File: src/bci_pkg.sv
// Notes on behaviour
// - and accumulator with file, update null flag
// - destination bit selects accumulator or file
// - skip next when tested bit low
// - skip next when tested bit high
// - taken skip executes nop, two cycles
// - clear accumulator loads zero, sets null flag
// - call pushes program counter plus one
// - call loads literal into pc low byte
// - pc 10:9 from status 6:5, bit8 zero
// - call always takes two cycles
// - watchdog kick zeroes watchdog counter
// - kick clears prescaler only when watchdog-assigned
// - kick sets expiry and power-down flags
package bci_pkg;
   // opcode fields of a 12-bit instruction word
   localparam logic [5:0]  OP_AND_FILE  = 6'h05;      // 0001_01df_ffff
   localparam logic [3:0]  OP_SKIP_LOW  = 4'h6;       // 0110_bbbf_ffff
   localparam logic [3:0]  OP_SKIP_HIGH = 4'h7;       // 0111_bbbf_ffff
   localparam logic [3:0]  OP_CALL      = 4'h9;       // 1001_kkkk_kkkk
   localparam logic [11:0] OP_CLEAR_ACC = 12'h040;    // 0000_0100_0000
   localparam logic [11:0] OP_KICK      = 12'h004;    // 0000_0000_0100
   localparam logic [11:0] OP_NOP       = 12'h000;
   // status bit positions
   localparam int ST_NULL   = 2;
   localparam int ST_PDOWN  = 3;
   localparam int ST_EXPIRY = 4;
   localparam int ST_PAGE_LO = 5;
   // reset values
   localparam logic [7:0]  ACC_RST    = 8'h00;
   localparam logic [7:0]  STATUS_RST = 8'h18;
   localparam logic [10:0] PC_RST     = 11'h000;
   localparam logic [7:0]  WDT_RST    = 8'h00;
   localparam logic [7:0]  PRE_RST    = 8'h00;
   // decoded instruction carrier
   typedef struct packed {
      logic       and_file;
      logic       skip_low;
      logic       skip_high;
      logic       clear_acc;
      logic       call;
      logic       kick;
      logic       dest;
      logic [2:0] bit_sel;
      logic [4:0] faddr;
      logic [7:0] lit;
   } bci_dec_t;
endpackage

File: src/bci_decode.sv
`timescale 1ns/1ps
module bci_decode
   import bci_pkg::*;
(
   // instruction in
   input  wire logic [11:0] instr,
   // decoded out
   output bci_dec_t         dec
);
   // pure field split, no state
   always_comb begin
      dec           = '0;
      dec.and_file  = (instr[11:6] == OP_AND_FILE);
      dec.skip_low  = (instr[11:8] == OP_SKIP_LOW);
      dec.skip_high = (instr[11:8] == OP_SKIP_HIGH);
      dec.call      = (instr[11:8] == OP_CALL);
      dec.clear_acc = (instr == OP_CLEAR_ACC);
      dec.kick      = (instr == OP_KICK);
      dec.dest      = instr[5];
      dec.bit_sel   = instr[7:5];
      dec.faddr     = instr[4:0];
      dec.lit       = instr[7:0];
   end
endmodule

File: src/bci_core.sv
`timescale 1ns/1ps
module bci_core
   import bci_pkg::*;
(
   // clock and reset
   input  wire logic        SYS_CLK,
   input  wire logic        RESET,
   // instruction issue
   input  wire logic        INSTR_VALID,
   input  wire logic [11:0] INSTR,
   input  wire logic        PRESCALER_TO_WDT,
   // file read port (combinational, any address 0..31)
   output logic [4:0]       FILE_ADDR,
   input  wire logic [7:0]  FILE_RDATA,
   // file write-back
   output logic             FILE_WE,
   output logic [4:0]       FILE_WADDR,
   output logic [7:0]       FILE_WDATA,
   // architectural state
   output logic [7:0]       ACC,
   output logic [7:0]       STATUS,
   output logic [10:0]      PC,
   output logic             STACK_PUSH,
   output logic [10:0]      STACK_DATA,
   output logic [7:0]       WDT_COUNT,
   output logic [7:0]       PRESCALER,
   output logic             BUSY
);
   ////////////////////////////////////////////////////////////////////////
   bci_dec_t   dec;                  // decoded fields
   logic       stall_q;              // second cycle of skip or call
   logic [7:0] and_res;              // and result
   logic       bit_val;              // tested bit
   logic       exec;                 // instruction executes this cycle
   logic       take_skip;            // skip taken

   bci_decode u_dec (
      .instr (INSTR),
      .dec   (dec)
   );

   // file address straight from the instruction field
   assign FILE_ADDR = dec.faddr;
   assign and_res   = ACC & FILE_RDATA;
   assign bit_val   = FILE_RDATA[dec.bit_sel];
   // the cycle after a taken skip or a call is a forced nop, so issue is ignored then
   assign exec      = INSTR_VALID && !stall_q;
   assign take_skip = exec && ((dec.skip_low && !bit_val)
                            || (dec.skip_high && bit_val));

   ////////////////////////////////////////////////////////////////////////
   // flush cycle: taken skip or any call occupies two cycles
   always_ff @(posedge SYS_CLK) begin
      if (RESET) begin
         stall_q <= 1'b0;
      end else begin
         stall_q <= take_skip || (exec && dec.call);
      end
   end
   assign BUSY = stall_q;

   // accumulator
   always_ff @(posedge SYS_CLK) begin
      if (RESET) begin
         ACC <= ACC_RST;
      end else if (exec && dec.and_file && !dec.dest) begin
         ACC <= and_res;
      end else if (exec && dec.clear_acc) begin
         ACC <= 8'h00;
      end
   end

   // file write-back pulse for and with dest=1
   always_ff @(posedge SYS_CLK) begin
      if (RESET) begin
         FILE_WE    <= 1'b0;
         FILE_WADDR <= 5'h00;
         FILE_WDATA <= 8'h00;
      end else begin
         FILE_WE    <= exec && dec.and_file && dec.dest;
         FILE_WADDR <= dec.faddr;
         FILE_WDATA <= and_res;
      end
   end

   // status: only the named flags move, the rest hold
   always_ff @(posedge SYS_CLK) begin
      if (RESET) begin
         STATUS <= STATUS_RST;
      end else if (exec && dec.and_file) begin
         STATUS[ST_NULL] <= (and_res == 8'h00);
      end else if (exec && dec.clear_acc) begin
         STATUS[ST_NULL] <= 1'b1;
      end else if (exec && dec.kick) begin
         STATUS[ST_EXPIRY] <= 1'b1;
         STATUS[ST_PDOWN]  <= 1'b1;
      end
   end

   // program counter and stack push
   always_ff @(posedge SYS_CLK) begin
      if (RESET) begin
         PC         <= PC_RST;
         STACK_PUSH <= 1'b0;
         STACK_DATA <= 11'h000;
      end else begin
         STACK_PUSH <= 1'b0;
         if (exec && dec.call) begin
            STACK_PUSH <= 1'b1;
            STACK_DATA <= PC + 11'h001;
            PC <= {STATUS[ST_PAGE_LO+1:ST_PAGE_LO], 1'b0, dec.lit};
         end else if (exec || stall_q) begin
            PC <= PC + 11'h001;
         end
      end
   end

   // shared prescaler: free count; a kick touches it only when it is
   // assigned to the watchdog, so the general timer never loses a count
   always_ff @(posedge SYS_CLK) begin
      if (RESET) begin
         PRESCALER <= PRE_RST;
      end else if (exec && dec.kick && PRESCALER_TO_WDT) begin
         PRESCALER <= 8'h00;
      end else begin
         PRESCALER <= PRESCALER + 8'h01;
      end
   end

   // watchdog counter: steps on prescaler wrap, zeroed by a kick
   always_ff @(posedge SYS_CLK) begin
      if (RESET) begin
         WDT_COUNT <= WDT_RST;
      end else if (exec && dec.kick) begin
         WDT_COUNT <= 8'h00;
      end else if (PRESCALER == 8'hFF) begin
         WDT_COUNT <= WDT_COUNT + 8'h01;
      end
   end

   ////////////////////////////////////////////////////////////////////////
   property p_skip_two;
      @(posedge SYS_CLK) disable iff (RESET) take_skip |=> stall_q;
   endproperty
   a_skip_two: assert property (p_skip_two) else $error("skip not two cycles");

   property p_call_pc;
      @(posedge SYS_CLK) disable iff (RESET) (exec && dec.call)
         |=> PC == {$past(STATUS[6:5]), 1'b0, $past(INSTR[7:0])};
   endproperty
   a_call_pc: assert property (p_call_pc) else $error("call target wrong");

   property p_call_push;
      @(posedge SYS_CLK) disable iff (RESET) (exec && dec.call)
         |=> STACK_PUSH && STACK_DATA == $past(PC) + 11'h001;
   endproperty
   a_call_push: assert property (p_call_push) else $error("push wrong");

   property p_call_two;
      @(posedge SYS_CLK) disable iff (RESET) (exec && dec.call) |=> BUSY;
   endproperty
   a_call_two: assert property (p_call_two) else $error("call one cycle");

   property p_clear_acc;
      @(posedge SYS_CLK) disable iff (RESET) (exec && dec.clear_acc)
         |=> ACC == 8'h00 && STATUS[2] && STATUS[7:3] == $past(STATUS[7:3]);
   endproperty
   a_clear_acc: assert property (p_clear_acc) else $error("clear wrong");

   property p_and_acc;
      @(posedge SYS_CLK) disable iff (RESET) (exec && dec.and_file && !dec.dest)
         |=> ACC == ($past(ACC) & $past(FILE_RDATA)) && STATUS[2] == (ACC == 8'h00);
   endproperty
   a_and_acc: assert property (p_and_acc) else $error("and result wrong");

   property p_and_file;
      @(posedge SYS_CLK) disable iff (RESET) (exec && dec.and_file && dec.dest)
         |=> FILE_WE && ACC == $past(ACC);
   endproperty
   a_and_file: assert property (p_and_file) else $error("and dest wrong");

   property p_kick;
      @(posedge SYS_CLK) disable iff (RESET) (exec && dec.kick)
         |=> WDT_COUNT == 8'h00 && STATUS[4] && STATUS[3]
             && (!$past(PRESCALER_TO_WDT) || PRESCALER == 8'h00);
   endproperty
   a_kick: assert property (p_kick) else $error("kick wrong");

   property p_skip_flags;
      @(posedge SYS_CLK) disable iff (RESET) (exec && (dec.skip_low || dec.skip_high))
         |=> $stable(STATUS);
   endproperty
   a_skip_flags: assert property (p_skip_flags) else $error("flags moved");

   c_skip: cover property (@(posedge SYS_CLK) disable iff (RESET) take_skip);
   c_call: cover property (@(posedge SYS_CLK) disable iff (RESET) exec && dec.call);
   c_kick: cover property (@(posedge SYS_CLK) disable iff (RESET)
                           exec && dec.kick && PRESCALER_TO_WDT);
endmodule

File: config.mk
export PLATFORM = sky130hd
export DESIGN_NAME = bci_core
export DESIGN_NICKNAME = d
export VERILOG_FILES = /design/src/bci_pkg.sv /design/src/bci_decode.sv /design/src/bci_core.sv
export SDC_FILE = /design/constraint.sdc
export NUM_CORES = 1
export LEC_CHECK = 0
export ABC_CLOCK_PERIOD_IN_PS = 3300
export BUFFER_PORTS_ARGS = -buffer_cell sky130_fd_sc_hd__buf_2
export CORE_ASPECT_RATIO = 1.1
export CORE_MARGIN = 3
export CORE_UTILIZATION = 45
export CTS_CLUSTER_DIAMETER = 30
export CTS_CLUSTER_SIZE = 20
export DETAILED_ROUTE_END_ITERATION = 12
export GPL_ROUTABILITY_DRIVEN = 0
export PLACE_DENSITY = 0.73
export SYNTH_ARGS = -nofsm -noshare
export SYNTH_HDL_FRONTEND = slang
export SYNTH_HIERARCHICAL = 1
export SYNTH_SLANG_ARGS = --single-unit
export TNS_END_PERCENT = 50
File: constraint.sdc
create_clock -name SYS_CLK -period 3.3 [get_ports SYS_CLK]
set_clock_uncertainty 0.15 [all_clocks]
set_input_delay 0.33 -clock SYS_CLK [delete_from_list [all_inputs] [get_ports SYS_CLK]]
set_output_delay 0.33 -clock SYS_CLK [all_outputs]
set_load 0.05 [all_outputs]
* After elaboration in Yosys (flattened, before gate mapping)
Cells that the tools add are included.
Word-level totals: register bits 63, bits in latches 0, RAM bits 0, ROM bits 0, bits of input ports 24, output and inout port bits 75, word-level logic and storage cells 57, memories 0
Cells by class: add/subtract/negate cells 3, $mul 0, div/mod/pow operators 0, magnitude comparators 1, equal/unequal tests 7, shift-type cells 0, mux-type cells 9, bitwise logic cells 1, reduce and logical (&&, ||, !) cells 24
Operators by type and width (number):
- $mux W11 | 2
- $add A8 B1 Y8 const B | 2
- $mux W8 | 2
- $eq A12 B3 Y1 const B | 1
- $eq A12 B7 Y1 const B | 1
- $add A11 B1 Y11 const B | 1
- $logic_and A1 B1 Y1 | 11
- $and A8 B8 Y8 | 1
- $eq A4 B3 Y1 const B | 2
- $eq A8 B8 Y1 const B | 1
- $logic_not A8 Y1 | 1
- $eq A6 B3 Y1 const B | 1
- $reduce_bool A2 Y1 | 3
- $reduce_or A2 Y1 | 3
- $eq A4 B4 Y1 const B | 1
- $lt A3 B4 Y1 const B | 1
- $mux W1 | 4
- $bmux W1 S3 | 1
- $logic_not A1 Y1 | 3
- $logic_or A1 B1 Y1 | 3

* Logic depth before layout (Yosys ltp)
Gate-level depths: netlist (run 1).
depth after elaboration 7, mapped depth 8, mapped depth without buffers 6

* By module
Netlist (run 1), hierarchy kept.
Modules (own cells, without submodules):
- bci_core | instances 1, cells an instance 310, area an instance 2685.1 sq um, seq. area each 1261.2 sq um
- bci_decode | instances 1, cells an instance 30, area an instance 216.5 sq um, seq. area each 0.0 sq um

* Worst setup path before layout (run 1)
Ideal clock, no wire load.
path type reg-to-reg, start point reg PRESCALER[0], end point reg WDT_COUNT[5], arrival time 2.332 ns, setup slack 0.746 ns, cell stages (with the launch flop) 7, path buffers 1, clock period less this slack 2.554 ns, cell sequence dfxtp_1 -> ha_1 -> nand3_2 -> or4_1 -> buf_2 -> or4_1 -> a21oi_1
On the way: longest elaborated chain between the ends 1
Ends and longest elaborated chain:
- start: declaration | RTL line bci_core.sv:26 | output logic [7:0] PRESCALER,
- start signal: assignment | RTL line bci_core.sv:126 | PRESCALER <= PRESCALER + 8'h01;
- $eq A8 B8 Y1 | RTL line bci_core.sv:136 | end else if (PRESCALER == 8'hFF) begin
- end signal: assignment | RTL line bci_core.sv:137 | WDT_COUNT <= WDT_COUNT + 8'h01;
- end: declaration | RTL line bci_core.sv:25 | output logic [7:0] WDT_COUNT,
Every way passes these cells. A chain may end at the register's enable or synchronous reset.

* Worst setup path after layout (run 1)
start point reg PRESCALER[0], end point reg WDT_COUNT[6]
The elaborated chain is that of the path after synthesis.

==> results of run 1 <==
[power groups by stage]
stage	Combinational (mW)	Clock, mW	Sequential (mW)
after floorplan	0.110	0	0.876
after global placement	0.216	0	0.812
after detailed placement	0.217	0	0.814
after CTS	0.218	0.735	0.796
after global routing	0.234	0.770	0.798
final	0.217	0.719	0.796
[critical path, stage by stage (launching register included)]
cell                      delay (ns)
sky130_fd_sc_hd__dfxtp_1        0.37
sky130_fd_sc_hd__ha_1           0.22
sky130_fd_sc_hd__nand3_2        0.14
sky130_fd_sc_hd__or4_1          0.67
sky130_fd_sc_hd__or4_1          0.52
sky130_fd_sc_hd__a21oi_1        0.16
[flip-flops by register name, summed over array words and instances, names as in the netlist]
register    cells
ACC             8
BUSY            1
FILE_WADDR      5
FILE_WDATA      8
FILE_WE         1
PC             11
PRESCALER       8
STACK_DATA     11
STACK_PUSH      1
STATUS          1
WDT_COUNT       8
[cells by family after synthesis]
logic type | count (synthesis)
muxes | 5
DFF | 63
adders and majority gates | 3
and+or+nand+nor | 138
AOI/OAI and AO/OA | 59
xor gates and xnor gates | 19
other | 2
buffers and inverters | 51
[layout by cell type (no fill, tap or decap), drive strengths merged, types with 7 or more instances in the layout]
cell	netlist	layout
a211oi	10	10
a21oi	21	21
a31oi	7	7
buf	25	96
clkbuf	12	9
conb	2	7
dfxtp	63	63
inv	14	14
nand2	29	29
nand2b	9	9
nand3	8	8
nor2	44	44
nor3	9	9
xnor2	11	11
xor2	8	8
[worst paths after layout]
path / depth (start not counted) / startpoint / endpoint / slack (ns)
worst min-delay path: 3 / FILE_RDATA[2] / FILE_WDATA[2]$_SDFF_PP0_ / 0.09
worst max register to register: 5 / PRESCALER[0]$_SDFF_PP0_ / WDT_COUNT[6]$_SDFFE_PP0N_ / 0.99
worst min register to register: 2 / STACK_DATA[1]$_SDFFE_PP0P_ / STACK_DATA[1]$_SDFFE_PP0P_ / 0.31
worst max-delay path: 5 / PRESCALER[0]$_SDFF_PP0_ / WDT_COUNT[6]$_SDFFE_PP0N_ / 0.99
[per-layer routing]
metal / global-route usage [%] / vias to the layer above / share of wire [%]
li1: - / 1302 / -
met1: 26.3 / 1166 / 45
met2: 28.8 / 96 / 45
met3: 5.11 / 13 / 7.7
met4: 9.54 / 0 / 2.5
met5: 0 / - / 0
[cell type report]
class,count,area (sq um),share of cell area [%]
flip-flops and latches,63,1260,36.1
clock inverters,7,87.6,2.51
repair buffers,96,493,14.1
inverters,14,52.6,1.50
clock buffers,9,124,3.55
multi-input cells,231,1380,39.4
well taps,80,100,2.87
[stage by stage]
step / cells / hold WS [ns] / setup slack [ns] / util [%]
after floorplan: 345 / 0.292 / 0.746 / -
after global placement: 484 / 0.292 / 1.09 / 53.0
final: 500 / 0.0876 / 0.993 / 56.4
after CTS: 500 / 0.0733 / 1.01 / 56.4
after detailed placement: 484 / 0.298 / 1.03 / 53.0
after global routing: 500 / 0.0832 / 0.876 / 56.4
==> impl_metrics.yaml, run 1 <==
floorplan:
  die_width_microns: 82.6
  die_height_microns: 90.2
  core.rowCount: 30
  start_util_pct: 46.8
  pin_count: 99
  die_area_sq_um: 7450
  core-area_sq_um: 6190
sta:
  final-max-slew-violation-count: 0
  grt_setup_unrepaired: "false"
  maxSlewHeadroom_pct: 60.8
  setup-tns-final_ns: 0
  period_minus_slack_ns: 2.31
  fmax_ghz: 0.433
  finalSetupViolCount: 0
  period_share_pct: 69.9
  worst_max_slew_pin_slew_ns: 0.585
  timing_hold_violations_final: 0
critical_path:
  worst_ep_required_time_ns: 3.41
  largest_fanout_on_the_critical_path: 8
  worstSetupStartpointType: "register"
  cp-end-kind: "register"
  cp.arrival_ns: 2.42
  path_class: "reg -> reg"
clock_network:
  cts_htree_levels: 3
  tritoncts: "done"
  worst_skew_pair.late_latency_ns: 0.33
  holdBufCountCts: 0
  cts.path.max_buffers: 2
  buffer_count_from_post_cts_setup_fixing: 0
  cts_root_buffer_type: "sky130_fd_sc_hd__clkbuf_8"
  number_of_buffers_inserted_during_clock_tree_synthesis: 9
  clock_sinks: 63
  cts_resized: 0
  clock_pin_transition_on_the_worst_setup_and_hold_timing_paths_ns: 0.07
pwr:
  leakage_nw: 1.50
  power-per-cell-area_nw_per_um2: 496
  seq_power_share_pct: 45.9
  irDropWorstVdd_mv: 0.309
  clkPwrFrac_pct: 41.5
  p_sw_uw: 477
  combPwrFrac_pct: 12.5
  p_sw_share_pct: 27.5
  intPower_mw: 1.26
  p_total_mw: 1.73
synth:
  post_synth_xor_area_fraction_pct: 5.74
  yosys.cell_count.top_type: "sky130_fd_sc_hd__dfxtp_1"
  syn_avg_cell_area_sq_um: 8.53
  synthTopCellsByArea: "sky130_fd_sc_hd__dfxtp_1, sky130_fd_sc_hd__buf_4, sky130_fd_sc_hd__nor2_1, sky130_fd_sc_hd__nand2_1, sky130_fd_sc_hd__a21oi_1"
  synth.area.mux_share_pct: 2.59
  post_synth_fa_ha_maj_area_fraction_pct: 1.29
  yosysWarnings: 6
  synth_largest_area_cell: "sky130_fd_sc_hd__dfxtp_1"
  largest_family_of_logic_cells_by_synthesized_area: "simple AND/OR/NAND/NOR gates"
  syn-cell-area_sq_um: 2900
  synth_compound_gate_area_share_pct: 12.9
  postSynthRegisterBits: 63
  synth-edff-count: 0
  post_synth_inst_count: 340
  synth_cell_types: 46
  yosysSeqAreaShare_pct: 43.5
  dominantRegCellSynth: "sky130_fd_sc_hd__dfxtp_1"
  netlist.area_leader.share_pct: 43.5
  synth_simple_gate_area_share_pct: 24.0
  async_flop_share_pct: 0
  synth.top_cells.by_count: "sky130_fd_sc_hd__dfxtp_1, sky130_fd_sc_hd__nor2_1, sky130_fd_sc_hd__nand2_1, sky130_fd_sc_hd__buf_4, sky130_fd_sc_hd__a21oi_1"
placement:
  cell_area_after_placement_sq_um: 3280
  hpwl_after_detailed_placement_microns: 5140
  placement.io_buffers: 91
routing:
  vias_per_cell: 5.15
  drt_iter0_markers: 147
  remaining_drc_errors: 0
  vias: 2577
  drt-total-wl_microns: 6890
  ant_nets: 0
  drt_pass1_iterations: 5
  wire_per_inst_microns: 13.8
finish:
  antenna-diode-count: 0
  growth_of_design_area_from_synthesis_to_finish_pct: 20.4
  post-route-cell-area_sq_um: 3490
  layout-drive-gt1-share_pct: 28.1
  nets: 442
  fillerInstances: 599
grt:
  grt_remaining_overflow: 0
  antenna_found_initial: 0
  grt_first_pass_wirelength_microns: 11300
  grt_use_total_pct: 19.6
  pin_count_of_the_biggest_net_entering_global_routing: 42
  number_of_global_route_vias_before_repair: 2404
run:
  maxCapViolations: 0
hold_path:
  hold_path.class: "in -> reg"
run_status:
  run_status: "finished clean"
(Power assumes the default switching activity.)
==> inputs of run 2 (changes only) <==
--- a/config.mk
+++ b/config.mk
@@ -5,7 +5,7 @@
 export SDC_FILE = /design/constraint.sdc
 export NUM_CORES = 1
 export LEC_CHECK = 0
-export ABC_CLOCK_PERIOD_IN_PS = 3300
+export ABC_CLOCK_PERIOD_IN_PS = 2400
 export BUFFER_PORTS_ARGS = -buffer_cell sky130_fd_sc_hd__buf_2
 export CORE_ASPECT_RATIO = 1.1
 export CORE_MARGIN = 3
==> constraint.sdc (replaced) <==
create_clock -name SYS_CLK -period 2.4 [get_ports SYS_CLK]
set_clock_uncertainty 0.15 [all_clocks]
set_input_delay 0.24 -clock SYS_CLK [delete_from_list [all_inputs] [get_ports SYS_CLK]]
set_output_delay 0.24 -clock SYS_CLK [all_outputs]
set_load 0.05 [all_outputs]
==> run 2 against run 1 <==
Effect of this change: sequential cell count is the same; register-to-register slack lost 0.83 ns; non-clock buffer count grew 10; critical path type unchanged; critical endpoint unchanged; highest routed layer unchanged.
==> impl_metrics.yaml, run 2 (synthesized netlist as in run 1, its figures left out) <==
floorplan:
  start_util_pct: 46.8
  core-area_sq_um: 6190
  die_area_sq_um: 7450
  die_height_microns: 90.2
  pin_count: 99
  core.rowCount: 30
  die_width_microns: 82.6
pwr:
  combPwrFrac_pct: 13.4
  irDropWorstVdd_mv: 0.384
  seq_power_share_pct: 47.5
  power-per-cell-area_nw_per_um2: 646
  p_total_mw: 2.31
  clkPwrFrac_pct: 39.1
  p_sw_uw: 643
  p_sw_share_pct: 27.9
  leakage_nw: 1.54
  intPower_mw: 1.66
critical_path:
  cp.arrival_ns: 2.36
  crit-reg2reg-launch: "PRESCALER[0]$_SDFF_PP0_"
  worst_ep_required_time_ns: 2.52
  path_class: "reg -> reg"
  timing.rr.end: "WDT_COUNT[6]$_SDFFE_PP0N_"
  worstSetupStartpointType: "register"
  r2r_cells: 5
  ff2ff_setup_slack_ns: 0.16
  largest_fanout_on_the_critical_path: 8
  cp-end-kind: "register"
hold_path:
  worst_hold_path.num_cells: 2
  hold_path.class: "in -> reg"
  min_delay_worst_endpoint: "FILE_WADDR[4]$_SDFF_PP0_"
  min_from: "INSTR[4]"
routing:
  ant_nets: 0
  wire_per_inst_microns: 13.5
  vias: 2634
  remaining_drc_errors: 0
  drt-total-wl_microns: 6910
  drt_pass1_iterations: 4
  drt_iter0_markers: 121
  vias_per_cell: 5.16
grt:
  pin_count_of_the_biggest_net_entering_global_routing: 25
  grt_remaining_overflow: 0
  grt_use_total_pct: 19.7
  number_of_global_route_vias_before_repair: 2470
  grt_first_pass_wirelength_microns: 11400
  antenna_found_initial: 0
finish:
  post-route-cell-area_sq_um: 3570
  layout-drive-gt1-share_pct: 27.9
  nets: 452
  reg.largest.list: "PC x11, STACK_DATA x11"
  antenna-diode-count: 0
  most-common-layout-cells: "sky130_fd_sc_hd__buf_2, sky130_fd_sc_hd__dfxtp_1, sky130_fd_sc_hd__nor2_1"
  growth_of_design_area_from_synthesis_to_finish_pct: 23.0
  fillerInstances: 588
  layout_commonest_cell: "sky130_fd_sc_hd__buf_2"
sta:
  worst_max_slew_pin_slew_ns: 0.778
  maxSlewHeadroom_pct: 47.9
  final-max-slew-violation-count: 0
  setup-tns-final_ns: 0
  grt_setup_unrepaired: "false"
  fmax_ghz: 0.447
  period_share_pct: 93.2
  timing_hold_violations_final: 0
  period_minus_slack_ns: 2.24
  finalSetupViolCount: 0
clock_network:
  number_of_buffers_inserted_during_clock_tree_synthesis: 9
  cts_resized: 0
  clock_pin_transition_on_the_worst_setup_and_hold_timing_paths_ns: 0.07
  cts_htree_levels: 3
  worst_skew_pair.late_latency_ns: 0.34
  clock_sinks: 63
  cts_root_buffer_type: "sky130_fd_sc_hd__clkbuf_8"
  cts.path.max_buffers: 2
  tritoncts: "done"
run:
  maxCapViolations: 0
placement:
  hpwl_after_detailed_placement_microns: 4970
  cell_area_after_placement_sq_um: 3300
  placement.io_buffers: 91
run_status:
  run_status: "finished clean"
## run 2: changes by cell type in the layout (fill, tap and decap cells not counted), sizes merged
cell,previous run,this run
buf,96,98
bufinv,2,1
clkbuf,9,12
clkinv,4,3
clkinvlp,1,0
dlygate4sd3,0,8
## run 2: worst max-delay path, cell delays in order (launching register included)
cell and delay [ns]:
sky130_fd_sc_hd__dfxtp_2 0.35, sky130_fd_sc_hd__ha_1 0.20, sky130_fd_sc_hd__nand3_2 0.15, sky130_fd_sc_hd__or4_1 0.67
sky130_fd_sc_hd__or4_1 0.50, sky130_fd_sc_hd__a21oi_1 0.16
## run 2: what timing repair did
action                     CTS  global route
hold endpoints to repair     8             0
hold buffers                 8             0
setup endpoints to repair    0             0
setup buffers                0             0
## run 2: per-stage QoR
stage,hold WS (ns),utilization (%),std cells,setup slack (ns)
3_3_place_gp,0.261,53.3,486,0.233
6_report,0.0109,57.6,510,0.162
5_1_grt,0.0203,57.6,510,0.0161
2_1_floorplan,0.202,-,345,0.0232
4_1_cts,0.00337,57.6,510,0.151
3_5_place_dp,0.273,53.3,486,0.165
## run 2: area by class of cell
class	count	area (sq um)	share of cell area, %
inverter	14	52.6	1.47
multi-input combinational	231	1380	38.5
sequential	63	1260	35.4
tap	80	100	2.80
timing repair buffer	106	588	16.5
clock buffer	12	145	4.07
clock inverter	4	45.0	1.26
## run 2: how the worst max path moves through the flow
stage / slack (ns) / startpoint / endpoint / cells past startpoint
after CTS: 0.15 / PRESCALER[0]$_SDFF_PP0_ / WDT_COUNT[6]$_SDFFE_PP0N_ / 5
after detailed placement: 0.17 / PRESCALER[0]$_SDFF_PP0_ / WDT_COUNT[6]$_SDFFE_PP0N_ / 5
final: 0.16 / PRESCALER[0]$_SDFF_PP0_ / WDT_COUNT[6]$_SDFFE_PP0N_ / 5
after global routing: 0.02 / PRESCALER[0]$_SDFF_PP0_ / WDT_COUNT[6]$_SDFFE_PP0N_ / 5
after floorplan: 0.02 / PRESCALER[3]$_SDFF_PP0_ / WDT_COUNT[5]$_SDFFE_PP0N_ / 5
after global placement: 0.23 / PRESCALER[0]$_SDFF_PP0_ / WDT_COUNT[7]$_SDFFE_PP0N_ / 5
## run 2: metal layers
layer | up-vias | global-route usage [%] | wire (microns)
met5 | - | 0 | 0
met4 | 0 | 7.77 | 98
met3 | 8 | 6.41 | 482
met2 | 76 | 30.5 | 3230
met1 | 1227 | 25.1 | 3100
li1 | 1323 | - | -
## run 2: power groups by stage
| stage | Combinational, mW | Sequential (mW) | Clock [mW] |
|---|---|---|---|
| 6_report | 0.309 | 1.10 | 0.902 |
| 2_1_floorplan | 0.151 | 1.21 | 0 |
| 3_5_place_dp | 0.298 | 1.12 | 0 |
| 5_1_grt | 0.332 | 1.10 | 0.982 |
| 3_3_place_gp | 0.297 | 1.12 | 0 |
| 4_1_cts | 0.309 | 1.10 | 0.931 |
==> inputs of run 3 (changes only) <==
--- a/config.mk
+++ b/config.mk
@@ -5,6 +5,7 @@
 export SDC_FILE = /design/constraint.sdc
 export NUM_CORES = 1
 export LEC_CHECK = 0
+export ABC_AREA = 1
 export ABC_CLOCK_PERIOD_IN_PS = 2400
 export BUFFER_PORTS_ARGS = -buffer_cell sky130_fd_sc_hd__buf_2
 export CORE_ASPECT_RATIO = 1.1
@@ -14,7 +15,9 @@
 export CTS_CLUSTER_SIZE = 20
 export DETAILED_ROUTE_END_ITERATION = 12
 export GPL_ROUTABILITY_DRIVEN = 0
-export PLACE_DENSITY = 0.73
+export GPL_TIMING_DRIVEN = 1
+export PLACE_DENSITY = 0.72
+export SKIP_CTS_REPAIR_TIMING = 1
 export SYNTH_ARGS = -nofsm -noshare
 export SYNTH_HDL_FRONTEND = slang
 export SYNTH_HIERARCHICAL = 1
==> run 3 against run 2 <==
Effect of this change: the flow now finishes with violations (negative hold slack); cell count is 15% higher; clock power rose by 15%; first-iteration DRC count down 6.6%; area after synthesis up 4.6%; sequential cell count is the same; synthesized cell count up 23%; sequential share of layout area decreased by 1.0 points; global-route usage fell by 2.0 points; core utilization is 0.23 points higher; die area increased by 4.3%; critical endpoint is now PRESCALER[5]$_SDFF_PP0_; largest power group unchanged.
==> impl_metrics.yaml, run 3 <==
run_status:
  run_status: "finished with violations"
  failed_checks: "negative hold slack"
routing:
  drt_pass1_iterations: 4
  wire_per_inst_microns: 11.6
  drt_iter0_markers: 113
  vias_per_cell: 4.73
  drt-total-wl_microns: 6780
  ant_nets: 0
  remaining_drc_errors: 0
  vias: 2764
hold_path:
  hold_path.class: "in -> reg"
  min_delay_worst_endpoint: "FILE_WADDR[1]$_SDFF_PP0_"
  min_from: "INSTR[1]"
  worst_hold_path.num_cells: 3
sta:
  setup_ws_ns: 0.433
  hold_slack_ns: -0.00661
  timing_hold_violations_final: 2
  fmax_ghz: 0.508
  setup-tns-final_ns: 0
  period_minus_slack_ns: 1.97
  period_share_pct: 82.0
  final-max-slew-violation-count: 0
  finalSetupViolCount: 0
  grt_setup_unrepaired: "false"
placement:
  placed_cells: 566
  cell_area_after_placement_sq_um: 3430
  preCtsSetupSlack_ns: 0.498
  hpwl_after_detailed_placement_microns: 5290
  placement.io_buffers: 91
finish:
  nets: 526
  most-common-layout-cells: "sky130_fd_sc_hd__nand2_1, sky130_fd_sc_hd__buf_2, sky130_fd_sc_hd__dfxtp_1"
  growth_of_design_area_from_synthesis_to_finish_pct: 20.9
  final_std_cells_w_o_fill: 584
  reg.largest.list: "PC x11, STACK_DATA x11"
  fin_util_pct: 57.9
  post-route-cell-area_sq_um: 3670
  layout-drive-gt1-share_pct: 28.0
  layout_commonest_cell: "sky130_fd_sc_hd__nand2_1"
  antenna-diode-count: 0
grt:
  antenna_found_initial: 0
  number_of_global_route_vias_before_repair: 2575
  grt_first_pass_wirelength_microns: 11400
  pin_count_of_the_biggest_net_entering_global_routing: 21
  grt_remaining_overflow: 0
  grt_use_total_pct: 17.7
critical_path:
  largest_fanout_on_the_critical_path: 7
  timing.rr.end: "PC[8]$_SDFFE_PP0N_"
  worst_ep_required_time_ns: 2.47
  ff2ff_setup_slack_ns: 0.72
  cp.arrival_ns: 2.04
  crit-reg2reg-launch: "PC[0]$_SDFFE_PP0P_"
  r2r_cells: 7
  cp-end-kind: "register"
  path_class: "in -> reg"
  worstSetupStartpointType: "input pin"
pwr:
  leakage_nw: 1.89
  clkPwrFrac_pct: 42.9
  p_sw_share_pct: 26.5
  intPower_mw: 1.78
  seq_power_share_pct: 44.9
  irDropWorstVdd_mv: 0.421
  combPwrFrac_pct: 12.2
  p_sw_uw: 642
  power-per-cell-area_nw_per_um2: 660
  p_total_mw: 2.42
synth:
  yosysWarnings: 6
  yosysSeqAreaShare_pct: 41.5
  async_flop_share_pct: 0
  postSynthRegisterBits: 63
  dominantRegCellSynth: "sky130_fd_sc_hd__dfxtp_1"
  netlist.area_leader.share_pct: 41.5
  synth-edff-count: 0
  syn-cell-area_sq_um: 3040
  yosys.cell_count.top_type: "sky130_fd_sc_hd__nand2_1"
  post_synth_inst_count: 418
  synth_largest_area_cell: "sky130_fd_sc_hd__dfxtp_1"
  synthTopCellsByArea: "sky130_fd_sc_hd__dfxtp_1, sky130_fd_sc_hd__nand2_1, sky130_fd_sc_hd__buf_4, sky130_fd_sc_hd__inv_1, sky130_fd_sc_hd__nand3_1"
  synth.top_cells.by_count: "sky130_fd_sc_hd__nand2_1, sky130_fd_sc_hd__dfxtp_1, sky130_fd_sc_hd__inv_1, sky130_fd_sc_hd__nor2_1, sky130_fd_sc_hd__nand3_1"
  synth_cell_types: 39
  syn_avg_cell_area_sq_um: 7.26
clock_network:
  tritoncts: "done"
  cts.path.max_buffers: 2
  cts_root_buffer_type: "sky130_fd_sc_hd__clkbuf_8"
  worst_skew_pair.late_latency_ns: 0.33
  clock_sinks: 63
  number_of_buffers_inserted_during_clock_tree_synthesis: 9
  clock_pin_transition_on_the_worst_setup_and_hold_timing_paths_ns: 0.07
  cts_htree_levels: 3
floorplan:
  die_height_microns: 92.1
  pin_count: 99
  core.rowCount: 30
  core-area_sq_um: 6340
  die_width_microns: 84.3
  die_area_sq_um: 7770
  start_util_pct: 47.9
run:
  maxCapViolations: 0
run 3: cell count changes in the layout (fill, tap and decap cells not counted), moves of 6 or more:
cell / delta
sky130_fd_sc_hd__dlygate4sd3_1: -6
sky130_fd_sc_hd__nand2_1: +85
sky130_fd_sc_hd__inv_1: +33
sky130_fd_sc_hd__nand2b_1: -9
sky130_fd_sc_hd__inv_2: +9
sky130_fd_sc_hd__xnor2_1: -8
sky130_fd_sc_hd__nor2_1: -10
sky130_fd_sc_hd__a211oi_1: -9
sky130_fd_sc_hd__nor2b_1: -6
sky130_fd_sc_hd__nand3_1: +23
sky130_fd_sc_hd__nor2_2: +6
run 3: worst max-delay path by stage:
stage / from / endpoint / cells after the start
3_3_place_gp: INSTR[9] / PC[0]$_SDFFE_PP0P_ / 9
6_report: INSTR[3] / PRESCALER[5]$_SDFF_PP0_ / 14
4_1_cts: PC[0]$_SDFFE_PP0P_ / PC[8]$_SDFFE_PP0N_ / 7
5_1_grt: INSTR[3] / PRESCALER[5]$_SDFF_PP0_ / 14
2_1_floorplan: PC[0]$_SDFFE_PP0P_ / PC[8]$_SDFFE_PP0N_ / 7
3_5_place_dp: INSTR[9] / PC[0]$_SDFFE_PP0P_ / 9
run 3: power by group through the flow:
stage                     logic, mW  registers (mW)  clock network [mW]
after floorplan               0.163            1.19                   0
after global placement        0.289            1.11                   0
after detailed placement      0.293            1.11                   0
after CTS                     0.294            1.09                1.07
after global routing          0.320            1.09                1.10
final                         0.295            1.09                1.04
run 3: logic make-up (layout without fill, tap and decap cells):
kind of cell	Yosys count	in the layout	share of synthesized area, %
adder cells (fa/ha/maj)	3	3	1.24
AND/OR/NAND/NOR	213	213	32.3
XOR/XNOR	9	9	2.60
flip-flops	63	63	41.5
other	2	7	0.247
buffers and inverters	89	170	14.2
AO/OA/AOI/OAI	39	39	7.87
run 3: worst max-delay path, stage by stage:
cell	delay [ns]
sky130_fd_sc_hd__dlygate4sd3_1	0.54
sky130_fd_sc_hd__buf_2	0.15
sky130_fd_sc_hd__inv_2	0.05
sky130_fd_sc_hd__nand2_1	0.04
sky130_fd_sc_hd__nor2_1	0.11
sky130_fd_sc_hd__nand2_1	0.07
sky130_fd_sc_hd__nor2_2	0.08
sky130_fd_sc_hd__inv_1	0.07
sky130_fd_sc_hd__o21ai_4	0.26
sky130_fd_sc_hd__inv_2	0.10
sky130_fd_sc_hd__nor2_4	0.18
sky130_fd_sc_hd__inv_2	0.05
sky130_fd_sc_hd__nand2_1	0.05
sky130_fd_sc_hd__nor2_1	0.03
run 3: area by class of cell:
class	count	area, sq um
Sequential cell	63	1260
Tap cell	80	100
Fill cell	644	2670
Inverter	57	219
Clock inverter	3	65.1
Multi-Input combinational cell	271	1360
Timing Repair Buffer	97	505
Clock buffer	13	159
run 3: layer usage:
metal  wire, microns  global-route usage [%]
met1            3090                    22.6
met2            3140                    28.8
met3             415                    3.59
met4             134                    7.64
met5               0                       0
